## src/design/dc_ctrl_pkg.sv

```systemverilog
// Package with register map, field layout, command codes and timing for the display cache controller.
`default_nettype none
package dc_ctrl_pkg;
    // Register addresses; all but DRAM_CTRL_HI_ADDR are shared by I/O space and memory space offsets.
    localparam logic [15:0] MISC_OUT_WR_ADDR   = 16'h03C2;
    localparam logic [15:0] MISC_OUT_RD_ADDR   = 16'h03CC;
    localparam logic [15:0] GFX_INDEX_ADDR     = 16'h03CE;
    localparam logic [15:0] GFX_DATA_ADDR      = 16'h03CF;
    localparam logic [15:0] DRAM_CTRL_HI_ADDR  = 16'h3002;
    // Reset values.
    localparam logic [7:0]  MISC_OUT_RESET     = 8'h00;
    localparam logic [7:0]  DRAM_CTRL_HI_RESET = 8'h08;
    localparam logic [7:0]  GFX_REG_RESET      = 8'h00;
    // Field positions.
    localparam int          REFRESH_LSB        = 3;
    localparam int          MODE_LSB           = 0;
    localparam int          LEGACY_EN_BIT      = 1;
    localparam int          GFX_REG_COUNT      = 9;
    localparam logic [7:0]  DRAM_CTRL_HI_MASK  = 8'h1F;
    localparam logic [7:0]  MISC_OUT_MASK      = 8'h02;
    localparam logic [7:0]  GFX_INDEX_MASK     = 8'h0F;
    // Refresh rate encodings.
    localparam logic [1:0]  REFRESH_OFF        = 2'b00;
    localparam logic [1:0]  REFRESH_NORMAL     = 2'b01;
    // Special mode encodings.
    localparam logic [2:0]  MODE_NORMAL        = 3'b000;
    localparam logic [2:0]  MODE_NOP           = 3'b001;
    localparam logic [2:0]  MODE_PRECHARGE_ALL = 3'b010;
    localparam logic [2:0]  MODE_MODE_REG_SET  = 3'b011;
    localparam logic [2:0]  MODE_CBR_REFRESH   = 3'b100;
    // SDRAM command encodings as {ras_n, cas_n, we_n}.
    localparam logic [2:0]  CMD_NOP            = 3'b111;
    localparam logic [2:0]  CMD_READ           = 3'b101;
    localparam logic [2:0]  CMD_WRITE          = 3'b100;
    localparam logic [2:0]  CMD_PRECHARGE      = 3'b010;
    localparam logic [2:0]  CMD_MODE_REG_SET   = 3'b000;
    localparam logic [2:0]  CMD_CBR_REFRESH    = 3'b001;
    localparam int          ALL_BANKS_BIT      = 10;
    // Legacy window bounds.
    localparam logic [31:0] LEGACY_LO          = 32'h000A_0000;
    localparam logic [31:0] LEGACY_HI          = 32'h000B_FFFF;
    // Refresh interval, in ns, and as clock cycles at 250 MHz.
    localparam int          CLK_PERIOD_PS      = 4000;
    localparam int          REFRESH_INT_NS     = 15600;
    localparam int          REFRESH_CYCLES     = (REFRESH_INT_NS * 1000) / CLK_PERIOD_PS;
    localparam logic [11:0] REFRESH_COUNT      = REFRESH_CYCLES[11:0];
    // Controller states, Gray coded along the issue path.
    typedef enum logic [1:0] {
        ST_IDLE    = 2'b00,
        ST_ISSUE   = 2'b01,
        ST_RECOVER = 2'b11
    } ctrl_state_t;
endpackage
`default_nettype wire

```

## src/design/display_cache_sdram_ctrl.sv

```systemverilog
// Display cache SDRAM control: special modes, refresh, diagnostic registers and legacy window claim.
// Operation
// RQ1 - Refresh field bits 4:3: 00 stops refresh, 01 normal (reset), others reserved.
// RQ2 - Software restores normal refresh soon after testing; long disabling loses data.
// RQ3 - Special mode field bits 2:0: 000 normal (reset); 101 and 11X reserved.
// RQ4 - Mode 001 turns every cache cycle into an SDRAM NOP command.
// RQ5 - Mode 010 turns every cache cycle into an all-bank precharge.
// RQ6 - Mode 011 turns every cycle into mode register set on twelve address lines.
// RQ7 - Mode register set: address 2:0 burst, 3 wrap, 6:4 latency.
// RQ8 - Mode register set forces address bits 11:7 to zero.
// RQ9 - Mode 100 turns every cache cycle into a CBR refresh.
// RQ10 - Software selects NOP mode before any other special mode.
// RQ11 - Software picks host addresses placing the mode value on address bits 6:0.
// RQ12 - Diagnostic registers answer in I/O and memory space at equal offsets.
// RQ13 - Index bits 3:0 select the graphics register behind the data port.
// RQ14 - Index bits 7:4 always read as zero.
// RQ15 - Misc output written at 3C2h, read at 3CCh, reset zero.
// RQ16 - Misc output bit 1 low refuses legacy window cycles; high claims them.
// RQ17 - Legacy enable bit never affects linear frame buffer accesses.
// RQ18 - Each host cache access in a special mode yields exactly one command.
`default_nettype none
module display_cache_sdram_ctrl (
    // Clock and reset.
    input  wire logic        clk_in,
    input  wire logic        reset_in,
    // Register access, I/O or memory space.
    input  wire logic        reg_req_in,
    input  wire logic        reg_is_mem_in,
    input  wire logic        reg_write_in,
    input  wire logic [15:0] reg_addr_in,
    input  wire logic [7:0]  reg_wdata_in,
    output logic             reg_ack_out,
    output logic             reg_hit_out,
    output logic      [7:0]  reg_rdata_out,
    // Processor memory cycle claim.
    input  wire logic [31:0] cpu_addr_in,
    input  wire logic        lfb_hit_in,
    output logic             cpu_claim_out,
    // Display cache cycles from the host side.
    input  wire logic        dc_req_in,
    input  wire logic        dc_write_in,
    input  wire logic [11:0] dc_addr_in,
    output logic             dc_ready_out,
    output logic             dc_done_out,
    // SDRAM command pins.
    output logic             ras_n_out,
    output logic             cas_n_out,
    output logic             we_n_out,
    output logic      [11:0] local_mem_addr_out
);
    logic [7:0]               dram_ctrl_hi_r;
    logic [7:0]               misc_out_r;
    logic [7:0]               gfx_index_r;
    logic [7:0]               gfx_ctrl_regs_r [dc_ctrl_pkg::GFX_REG_COUNT];
    logic [1:0]               refresh_rate_field;
    logic [2:0]               special_mode_field;
    logic [11:0]              refresh_cnt_r;
    logic                     refresh_pend_r;
    dc_ctrl_pkg::ctrl_state_t state_r;
    logic [2:0]               enc_cmd;
    logic [11:0]              enc_addr;
    logic                     wr_en;
    logic                     take_host;
    logic                     take_refresh;

    // Match an address in either space; the DRAM control register lives in memory space only.
    function automatic logic addr_is(input logic [15:0] a, input logic [15:0] target);
        addr_is = (a == target);
    endfunction

    assign refresh_rate_field = dram_ctrl_hi_r[dc_ctrl_pkg::REFRESH_LSB +: 2];
    assign special_mode_field = dram_ctrl_hi_r[dc_ctrl_pkg::MODE_LSB +: 3];
    assign wr_en              = reg_req_in && reg_write_in;

    // RQ1 RQ3 dram control register
    always_ff @(posedge clk_in) begin
        if (reset_in) begin
            dram_ctrl_hi_r <= dc_ctrl_pkg::DRAM_CTRL_HI_RESET;
        end else if (wr_en && reg_is_mem_in && addr_is(reg_addr_in, dc_ctrl_pkg::DRAM_CTRL_HI_ADDR)) begin
            dram_ctrl_hi_r <= reg_wdata_in & dc_ctrl_pkg::DRAM_CTRL_HI_MASK;
        end
    end

    // RQ15 misc output write port
    always_ff @(posedge clk_in) begin
        if (reset_in) begin
            misc_out_r <= dc_ctrl_pkg::MISC_OUT_RESET;
        end else if (wr_en && addr_is(reg_addr_in, dc_ctrl_pkg::MISC_OUT_WR_ADDR)) begin
            misc_out_r <= reg_wdata_in & dc_ctrl_pkg::MISC_OUT_MASK;
        end
    end

    // RQ14 index upper bits zero
    always_ff @(posedge clk_in) begin
        if (reset_in) begin
            gfx_index_r <= dc_ctrl_pkg::GFX_REG_RESET;
        end else if (wr_en && addr_is(reg_addr_in, dc_ctrl_pkg::GFX_INDEX_ADDR)) begin
            gfx_index_r <= reg_wdata_in & dc_ctrl_pkg::GFX_INDEX_MASK;
        end
    end

    // RQ13 indexed data port write
    always_ff @(posedge clk_in) begin
        if (reset_in) begin
            for (int i = 0; i < dc_ctrl_pkg::GFX_REG_COUNT; i++) begin
                gfx_ctrl_regs_r[i] <= dc_ctrl_pkg::GFX_REG_RESET;
            end
        end else if (wr_en && addr_is(reg_addr_in, dc_ctrl_pkg::GFX_DATA_ADDR)
                     && (gfx_index_r < 8'(dc_ctrl_pkg::GFX_REG_COUNT))) begin
            gfx_ctrl_regs_r[gfx_index_r[3:0]] <= reg_wdata_in;
        end
    end

    // RQ12 read decode both spaces
    always_ff @(posedge clk_in) begin
        if (reset_in) begin
            reg_ack_out   <= 1'b0;
            reg_hit_out   <= 1'b0;
            reg_rdata_out <= 8'h00;
        end else begin
            reg_ack_out   <= reg_req_in;
            reg_hit_out   <= 1'b0;
            reg_rdata_out <= 8'h00;
            if (reg_req_in) begin
                if (reg_is_mem_in && addr_is(reg_addr_in, dc_ctrl_pkg::DRAM_CTRL_HI_ADDR)) begin
                    reg_hit_out   <= 1'b1;
                    reg_rdata_out <= reg_write_in ? 8'h00 : dram_ctrl_hi_r;
                end else if (addr_is(reg_addr_in, dc_ctrl_pkg::MISC_OUT_WR_ADDR)) begin
                    reg_hit_out <= reg_write_in;
                end else if (addr_is(reg_addr_in, dc_ctrl_pkg::MISC_OUT_RD_ADDR)) begin
                    // RQ15 misc output readback
                    reg_hit_out   <= !reg_write_in;
                    reg_rdata_out <= reg_write_in ? 8'h00 : misc_out_r;
                end else if (addr_is(reg_addr_in, dc_ctrl_pkg::GFX_INDEX_ADDR)) begin
                    reg_hit_out   <= 1'b1;
                    reg_rdata_out <= reg_write_in ? 8'h00 : gfx_index_r;
                end else if (addr_is(reg_addr_in, dc_ctrl_pkg::GFX_DATA_ADDR)) begin
                    reg_hit_out <= 1'b1;
                    if (!reg_write_in && gfx_index_r < 8'(dc_ctrl_pkg::GFX_REG_COUNT)) begin
                        reg_rdata_out <= gfx_ctrl_regs_r[gfx_index_r[3:0]];
                    end
                end
            end
        end
    end

    // RQ16 RQ17 legacy window claim
    assign cpu_claim_out = (cpu_addr_in >= dc_ctrl_pkg::LEGACY_LO && cpu_addr_in <= dc_ctrl_pkg::LEGACY_HI)
                           ? misc_out_r[dc_ctrl_pkg::LEGACY_EN_BIT] : lfb_hit_in;

    // RQ1 refresh timer gating
    always_ff @(posedge clk_in) begin
        if (reset_in) begin
            refresh_cnt_r  <= dc_ctrl_pkg::REFRESH_COUNT;
            refresh_pend_r <= 1'b0;
        end else if (refresh_rate_field != dc_ctrl_pkg::REFRESH_NORMAL) begin
            refresh_cnt_r  <= dc_ctrl_pkg::REFRESH_COUNT;
            refresh_pend_r <= 1'b0;
        end else begin
            if (refresh_cnt_r == 12'h000) begin
                refresh_cnt_r <= dc_ctrl_pkg::REFRESH_COUNT;
            end else begin
                refresh_cnt_r <= refresh_cnt_r - 12'h001;
            end
            // A new tick wins over the clear of the same cycle.
            if (refresh_cnt_r == 12'h000) begin
                refresh_pend_r <= 1'b1;
            end else if (take_refresh) begin
                refresh_pend_r <= 1'b0;
            end
        end
    end

    // Host cycles win over a pending refresh; refresh waits for the next idle cycle.
    assign dc_ready_out = (state_r == dc_ctrl_pkg::ST_IDLE);
    assign take_host    = dc_ready_out && dc_req_in;
    assign take_refresh = dc_ready_out && !dc_req_in && refresh_pend_r;

    sdram_cmd_encoder u_enc (
        .mode_in  (special_mode_field),
        .write_in (dc_write_in),
        .addr_in  (dc_addr_in),
        .cmd_out  (enc_cmd),
        .addr_out (enc_addr)
    );

    // RQ18 one command per cycle
    always_ff @(posedge clk_in) begin
        if (reset_in) begin
            state_r            <= dc_ctrl_pkg::ST_IDLE;
            {ras_n_out, cas_n_out, we_n_out} <= dc_ctrl_pkg::CMD_NOP;
            local_mem_addr_out <= 12'h000;
            dc_done_out        <= 1'b0;
        end else begin
            {ras_n_out, cas_n_out, we_n_out} <= dc_ctrl_pkg::CMD_NOP;
            dc_done_out <= 1'b0;
            unique case (state_r)
                dc_ctrl_pkg::ST_IDLE: begin
                    if (take_host) begin
                        {ras_n_out, cas_n_out, we_n_out} <= enc_cmd;
                        local_mem_addr_out <= enc_addr;
                        state_r            <= dc_ctrl_pkg::ST_ISSUE;
                    end else if (take_refresh) begin
                        {ras_n_out, cas_n_out, we_n_out} <= dc_ctrl_pkg::CMD_CBR_REFRESH;
                        state_r <= dc_ctrl_pkg::ST_RECOVER;
                    end
                end
                dc_ctrl_pkg::ST_ISSUE: begin
                    dc_done_out <= 1'b1;
                    state_r     <= dc_ctrl_pkg::ST_RECOVER;
                end
                dc_ctrl_pkg::ST_RECOVER: begin
                    state_r <= dc_ctrl_pkg::ST_IDLE;
                end
                default: begin
                    state_r <= dc_ctrl_pkg::ST_IDLE;
                end
            endcase
        end
    end
endmodule
`default_nettype wire

```

## src/design/sdram_cmd_encoder.sv

```systemverilog
// Encoder that turns one cache cycle and the special mode into an SDRAM command and address.
`default_nettype none
module sdram_cmd_encoder (
    // Cycle description.
    input  wire logic [2:0]  mode_in,
    input  wire logic        write_in,
    input  wire logic [11:0] addr_in,
    // Encoded command.
    output logic      [2:0]  cmd_out,
    output logic      [11:0] addr_out
);
    // Pick the command that replaces the cycle for the selected mode.
    always_comb begin
        cmd_out  = write_in ? dc_ctrl_pkg::CMD_WRITE : dc_ctrl_pkg::CMD_READ;
        addr_out = addr_in;
        unique case (mode_in)
            // RQ4 nop replaces cycle
            dc_ctrl_pkg::MODE_NOP: begin
                cmd_out = dc_ctrl_pkg::CMD_NOP;
            end
            // RQ5 all-bank precharge
            dc_ctrl_pkg::MODE_PRECHARGE_ALL: begin
                cmd_out                              = dc_ctrl_pkg::CMD_PRECHARGE;
                addr_out[dc_ctrl_pkg::ALL_BANKS_BIT] = 1'b1;
            end
            // RQ6 mode register set
            dc_ctrl_pkg::MODE_MODE_REG_SET: begin
                cmd_out  = dc_ctrl_pkg::CMD_MODE_REG_SET;
                // RQ7 RQ8 value on low bits, upper zeroed
                addr_out = {5'b0_0000, addr_in[6:0]};
            end
            // RQ9 cbr refresh instead
            dc_ctrl_pkg::MODE_CBR_REFRESH: begin
                cmd_out = dc_ctrl_pkg::CMD_CBR_REFRESH;
            end
            // Normal and reserved encodings pass the cycle through.
            default: begin
                cmd_out = write_in ? dc_ctrl_pkg::CMD_WRITE : dc_ctrl_pkg::CMD_READ;
            end
        endcase
    end
endmodule
`default_nettype wire

```

## config.mk

```make
export PLATFORM = sky130hd
export DESIGN_NAME = display_cache_sdram_ctrl
export DESIGN_NICKNAME = d
export VERILOG_FILES = /design/src/design/dc_ctrl_pkg.sv /design/src/design/display_cache_sdram_ctrl.sv /design/src/design/sdram_cmd_encoder.sv
export SDC_FILE = /design/constraint.sdc
export NUM_CORES = 1
export LEC_CHECK = 0
export BUFFER_PORTS_ARGS = -buffer_cell sky130_fd_sc_hd__buf_2
export CORE_UTILIZATION = 50
export CTS_CLUSTER_SIZE = 20
export DETAILED_ROUTE_END_ITERATION = 16
export GPL_ROUTABILITY_DRIVEN = 0
export PLACE_DENSITY = 0.73
export SLEW_MARGIN = 25
export SYNTH_ARGS = -nofsm -noshare
export SYNTH_HDL_FRONTEND = slang
export SYNTH_HIERARCHICAL = 1
export SYNTH_SLANG_ARGS = --single-unit
```

## constraint.sdc

```tcl
create_clock -name clk_in -period 10.4 [get_ports clk_in]
set_clock_uncertainty 0.15 [all_clocks]
set_input_delay 2.08 -clock clk_in [delete_from_list [all_inputs] [get_ports clk_in]]
set_output_delay 2.08 -clock clk_in [all_outputs]
set_load 0.05 [all_outputs]
```

# --- Yosys cells after proc, flatten, opt, wreduce, memory -nomap -nowiden ---
# Memory sizes are Yosys's and may differ from the RTL's. A register that Yosys moved wholly into a read port is not among the register bits.
# Cells that the tools add are included.
word_totals:
  regBits: 51
  ramBits: 72
  input_bits: 76
  word_cells: 98
  n_memories: 1
op_classes:
  addsub: 1
  n_lt_le_gt_ge: 3
  n_eq_ne: 12
  muxes: 39
  bitwise: 3
  n_reduce_logical: 25
memory_table:
  columns: ["name", "depth", "word_bits", "read_ports", "rd_ports_with_merged_regs", "write_ports", "line_no", "source"]
  rows:
  - ["gfx_ctrl_regs_r", 9, 8, 1, 1, 9, "display_cache_sdram_ctrl.sv:54", "logic [7:0] gfx_ctrl_regs_r [dc_ctrl_pkg::GFX_REG_COUNT];"]
op_table:
  columns: ["op", "count"]
  rows:
  - ["16-bit by 10-bit equality test with 1-bit output (second input constant)", 4]
  - ["8-bit 2-to-1 mux", 7]
  - ["32-bit by 20-bit >= comparator with 1-bit output (second input constant)", 1]
  - ["32-bit by 20-bit <= comparator with 1-bit output (second input constant)", 1]
  - ["1-bit 2-to-1 mux", 20]
  - ["16-bit by 14-bit equality test with 1-bit output (second input constant)", 1]
  - ["4-bit 2-to-1 mux", 4]
  - ["1-bit logical AND", 13]
  - ["12-bit zero test", 1]
  - ["3-bit one-hot mux with 4 select lines", 1]
  - ["12-bit by 1-bit subtractor with 12-bit output (second input constant)", 1]
  - ["10-bit 2-to-1 mux", 1]
  - ["8-bit OR reduction", 1]
  - ["3-bit by 2-bit equality test with 1-bit output (second input constant)", 2]
  - ["2-bit 2-to-1 mux", 3]
  - ["2-bit OR reduction", 3]
  - ["3-bit OR reduction", 2]
  - ["5-bit 2-to-1 mux", 1]
  - ["4-bit < comparator (second input constant)", 1]
  - ["2-bit one-hot mux with 2 select lines", 1]
  - ["3-bit by 1-bit equality test with 1-bit output (second input constant)", 1]
  - ["3-bit equality test (second input constant)", 1]
  - ["3-bit by 1-bit != test with 1-bit output (second input constant)", 1]
  - ["1-bit NOT", 3]
  - ["7 further kinds", 8]

# --- Longest topological paths before layout ---
depth:
  ltp_word: 8
  depth_mapped: 7

# --- Modules after synthesis ---
# Netlist, hierarchy kept.
by_module_without_submodules:
  columns: ["module", "instances", "cells_each", "area_each_um2"]
  rows:
  - ["display_cache_sdram_ctrl", 1, 548, 7616.1]
  - ["sdram_cmd_encoder", 1, 23, 156.4]

# --- Worst setup path before layout ---
# No wires, ideal clock.
synth_path:
  path_kind: "in2out"
  startpoint: "input cpu_addr_in[28]"
  endpoint: "output cpu_claim_out"
  arrival_ns: 2.875
  path_slack_ns: 5.295
  stages: 3
  cell_sequence: "nor4b_1 > nand4_1 > mux2_2"
synth_via:
  elab_chain_len: 3
synth_lines:
  columns: ["element", "line_no", "source"]
  rows:
  - ["start: declaration", "display_cache_sdram_ctrl.sv:36", "input wire logic [31:0] cpu_addr_in,"]
  - ["32-bit by 20-bit >= comparator with 1-bit output or 32-bit by 20-bit <= comparator with 1-bit output (tied branches)", "display_cache_sdram_ctrl.sv:148", "assign cpu_claim_out = (cpu_addr_in >= dc_ctrl_pkg::LEGACY_LO && cpu_addr_in <= dc_ctrl_pkg::LEGACY_HI)"]
  - ["1-bit logical AND (*)", "display_cache_sdram_ctrl.sv:148", null]
  - ["1-bit 2-to-1 mux (*)", "display_cache_sdram_ctrl.sv:149", "? misc_out_r[dc_ctrl_pkg::LEGACY_EN_BIT] : lfb_hit_in;"]
  - ["end: declaration", "display_cache_sdram_ctrl.sv:38", "output logic cpu_claim_out,"]
# Every way passes the cells marked *; elsewhere a longest branch is shown, timed or not.

==> metrics.md <==
| Metric | Value |
|---|---|
| Final WS setup | 4.836 ns |
| Sum Neg Setup Slack | 0 ns |
| Critical Path AT | 5.48 ns |
| Fin crit period | 5.564 ns |
| Pwr dens | 170.9 mW/mm^2 |
| Placed cell areas | 0.008523 mm^2 |
| Initial antenna violation count | 0 |
| Critical Path, Cell by Cell | buf_2 > or4_1 > or4_1 > nor4_4 > nand3b_1 > o21bai_1 |
| Crit-path most repeated cell | or4_1 |
| Number of global-route vias before repair | 5041 |
| Core Region | 0.01520 mm^2 |
| Post-CTS sizing | 0 |
| Fillers | 1198 |
| Net load switching power | 0.3401 mW |
| Hold Violations, Final | 0 |
| Startpoint Class | primary input |
| DR vias | 4917 |
| Final WL | 15910 um |
| Final setup viols | 0 |
| Final Util | between 60% and 70% |
| Seq/Total Area, Yosys | between 60% and 70% |
| Status | completed |
| Largest net degree at the start of global routing | 38 |
| Num CTS Buffers | 17 |
| Cells after DPL | just under 900 |
| RSZ-0062 raised after global routing | no |
| Sw frac | 21.79% |
| Ant. Diodes | 0 |
| PortBufs | 86 |
| Later-pin clock latency in the skew report | between 0.4 and 0.5 ns |
| Asr flop ratio synth | 0% |
| Clock tree sinks | 183 |
| First-pass GRT wire length | 25540 um |
| Wire per inst | 17.62 um |
| CP peak stage delay | 0.96 ns |
| Tot GR Track Use | 21.54% |
| Met2 Resource Use GR | 36.92% |
| Final slew viol count | 0 |
| Final cycle utilization of the critical path | 53.50% |
| Num rows | 45 |
| Top cell type's share of synthesized area | 49.45% |
| Root buf cell | clkbuf_16 |
| Worst Hold Slack | approximately 0.30 ns |
| Leak pwr | 3.374 nW |
| Area Overhead vs Synth | 17.47% |
| Clock transition at path regs | 0.07 ns |
| Fmax | approximately 0.18 GHz |
| Initial Utilization | 51.13% |
| Max-Cap Viols | 0 |
| Required time of the critical path | slightly above 10 ns |
| Die X | 126.7 um |
| Grt ovf | 0 |
| Top FF cell, synth | edfxtp_1 |
| Place WS | 4.391 ns |
| Worst rel slew slack | a little over a third |
| Post-synthesis cell type count | 57 |
| Initial drt markers | 328 |
| Post-synthesis sequential element count | 183 |
| Dpl hpwl | 10670 um |
| DR DRC count | 0 |
| Post-route antenna net violation count | 0 |
| Hold Path Stages | 1 |
| Die Y | 126.7 um |
| Slew @ Worst Pin | approximately 0.96 ns |
| Post-Syn Area | 0.007772 mm^2 |
| Share of cells above drive strength 1 | 24.48% |
| Hold-fix buffers, CTS | 0 |
| Met1 usage | 25.44% |
| Drt via density | 5.445 |
| Peak VDD IR | between 0.0001 and 0.00015 V |
| Die Area | between 0.015 and 0.02 mm^2 |
| Critical path capture point type | flip-flop |
| Pint | 1.221 mW |
| Clock Path Buffers | 2 |
| Sequential share of power | a little over half |
| Mean Syn Cell Area | around 14 um^2 |
| Comb power frac | ~5.6% |
| Ys Warns | 6 |
| Drt first pass iters | 5 |
| Post-synth EDFFs | around 130 |
| Most crowded layer after global routing | met2 |
| Largest area contributor in the netlist | edfxtp_1 |
| I/O pin count | approximately 100 |
| CTS tree | done |
| Final instance area | 0.009130 mm^2 |
| Syn Inst Count | around 570 |
| Largest cells by area after synthesis | edfxtp_1 49%, dfxtp_1 14%, mux4_2 9.6% |
| Final non-filler cell total | approximately 900 |
| R2R cell count | 5 |
| Power Total | around 1.6 mW |
| Most frequent cells after synthesis | 128 x edfxtp_1, 71 x nor2_1, 55 x dfxtp_1, 53 x nand2_1, 33 x mux4_2 |
| # Post-CTS Setup Buffers | 0 |
| Worst Hold Class | flip-flop to flip-flop |
| Clock power frac | 41.5% |
| Crit Path Class | primary input to flip-flop |
| GRT met3 Usage | 5.356% |
| Nets | 780 |
| H-tree depth | 4 |
| Slowest stage cell on the critical path | o21bai_1 |
| Most common cell in the netlist | edfxtp_1 |
| Worst-path maximum fanout | 14 |
-- final timing paths --
check                                 startpoint  slack [ns]                     to
worst max-delay path             reg_addr_in[11]        4.84  gfx_ctrl_regs_r[4][4]
worst max register to register    gfx_index_r[0]        6.31  gfx_ctrl_regs_r[4][4]
worst min-delay path            refresh_cnt_r[0]        0.30       refresh_cnt_r[0]
worst min register to register  refresh_cnt_r[0]        0.30       refresh_cnt_r[0]
-- routing by layer --
layer	part of all wire (%)	up-vias
met1	42	2394
met3	5.3	32
met5	0	-
met4	2.8	0
met2	50	171
li1	-	2320
-- flip-flops by register name (all words and copies together) (netlist names), named ones only --
signal	cells
local_mem_addr_out	12
refresh_cnt_r	12
reg_hit_out	1
gfx_ctrl_regs_r	128
dc_done_out	1
dram_ctrl_hi_r	5
reg_ack_out	1
state_r	2
gfx_index_r	4
ras_n_out	1
misc_out_r	1
we_n_out	1
refresh_pend_r	1
cas_n_out	1
reg_rdata_out	8
-- layout make-up --
type	instances	area (um^2)	area share [%]
flip-flops and latches	183	4946	54.17
multi-input cells	403	2856	31.29
inverters	7	26.28	0.2878
repair buffers	90	460.4	5.043
clock buffers	22	516.7	5.660
clock inverters	10	88.84	0.9730
well taps	188	235.2	2.576
-- cell usage in the layout (no fill, tap or decap), drive strengths merged, types with 5 or more instances in the layout --
master and n:
buf 90, a21oi 18, mux2i 19, mux4 33, nor3b 8, nand2b 8
edfxtp 128, nor3 7, inv 12, and3 6, nor4 8, nor2b 6
nand2 54, or4 5, xnor2 8, and2 28, conb 56, dfxtp 55
clkbuf 22, or2 8, nor2 71
-- critical path, delay by kind of cell --
family	cells	cell delay, ns
and+or+nand+nor	4	2.34
AOI/OAI and AO/OA	1	0.96
buffers and inverters	1	0.09
-- power by group through the flow --
stage | Clock [mW] | Sequential (mW) | Combinational (mW)
floorplan | 0 | 0.851 | 0.0431
detailed placement | 0 | 0.841 | 0.0872
finish | 0.648 | 0.825 | 0.0878
global placement | 0 | 0.838 | 0.0846
global route | 0.684 | 0.828 | 0.0955
CTS | 0.658 | 0.826 | 0.0876
-- cell families (layout without fill, tap and decap cells) --
| logic type | count (synthesis) | count (layout) | share of synthesized area, % |
|---|---|---|---|
| other | 1 | 56 | 0.04825 |
| buffers and inverters | 40 | 129 | 2.286 |
| flip-flops | 183 | 183 | 63.62 |
| adder cells (fa/ha/maj) | 2 | 2 | 0.3219 |
| multiplexers | 56 | 56 | 12.59 |
| AND/OR/NAND/NOR | 234 | 234 | 16.26 |
| AO/OA/AOI/OAI | 45 | 45 | 3.751 |
| XOR/XNOR | 10 | 10 | 1.127 |
No activity file was read; power rests on OpenSTA's default activity.
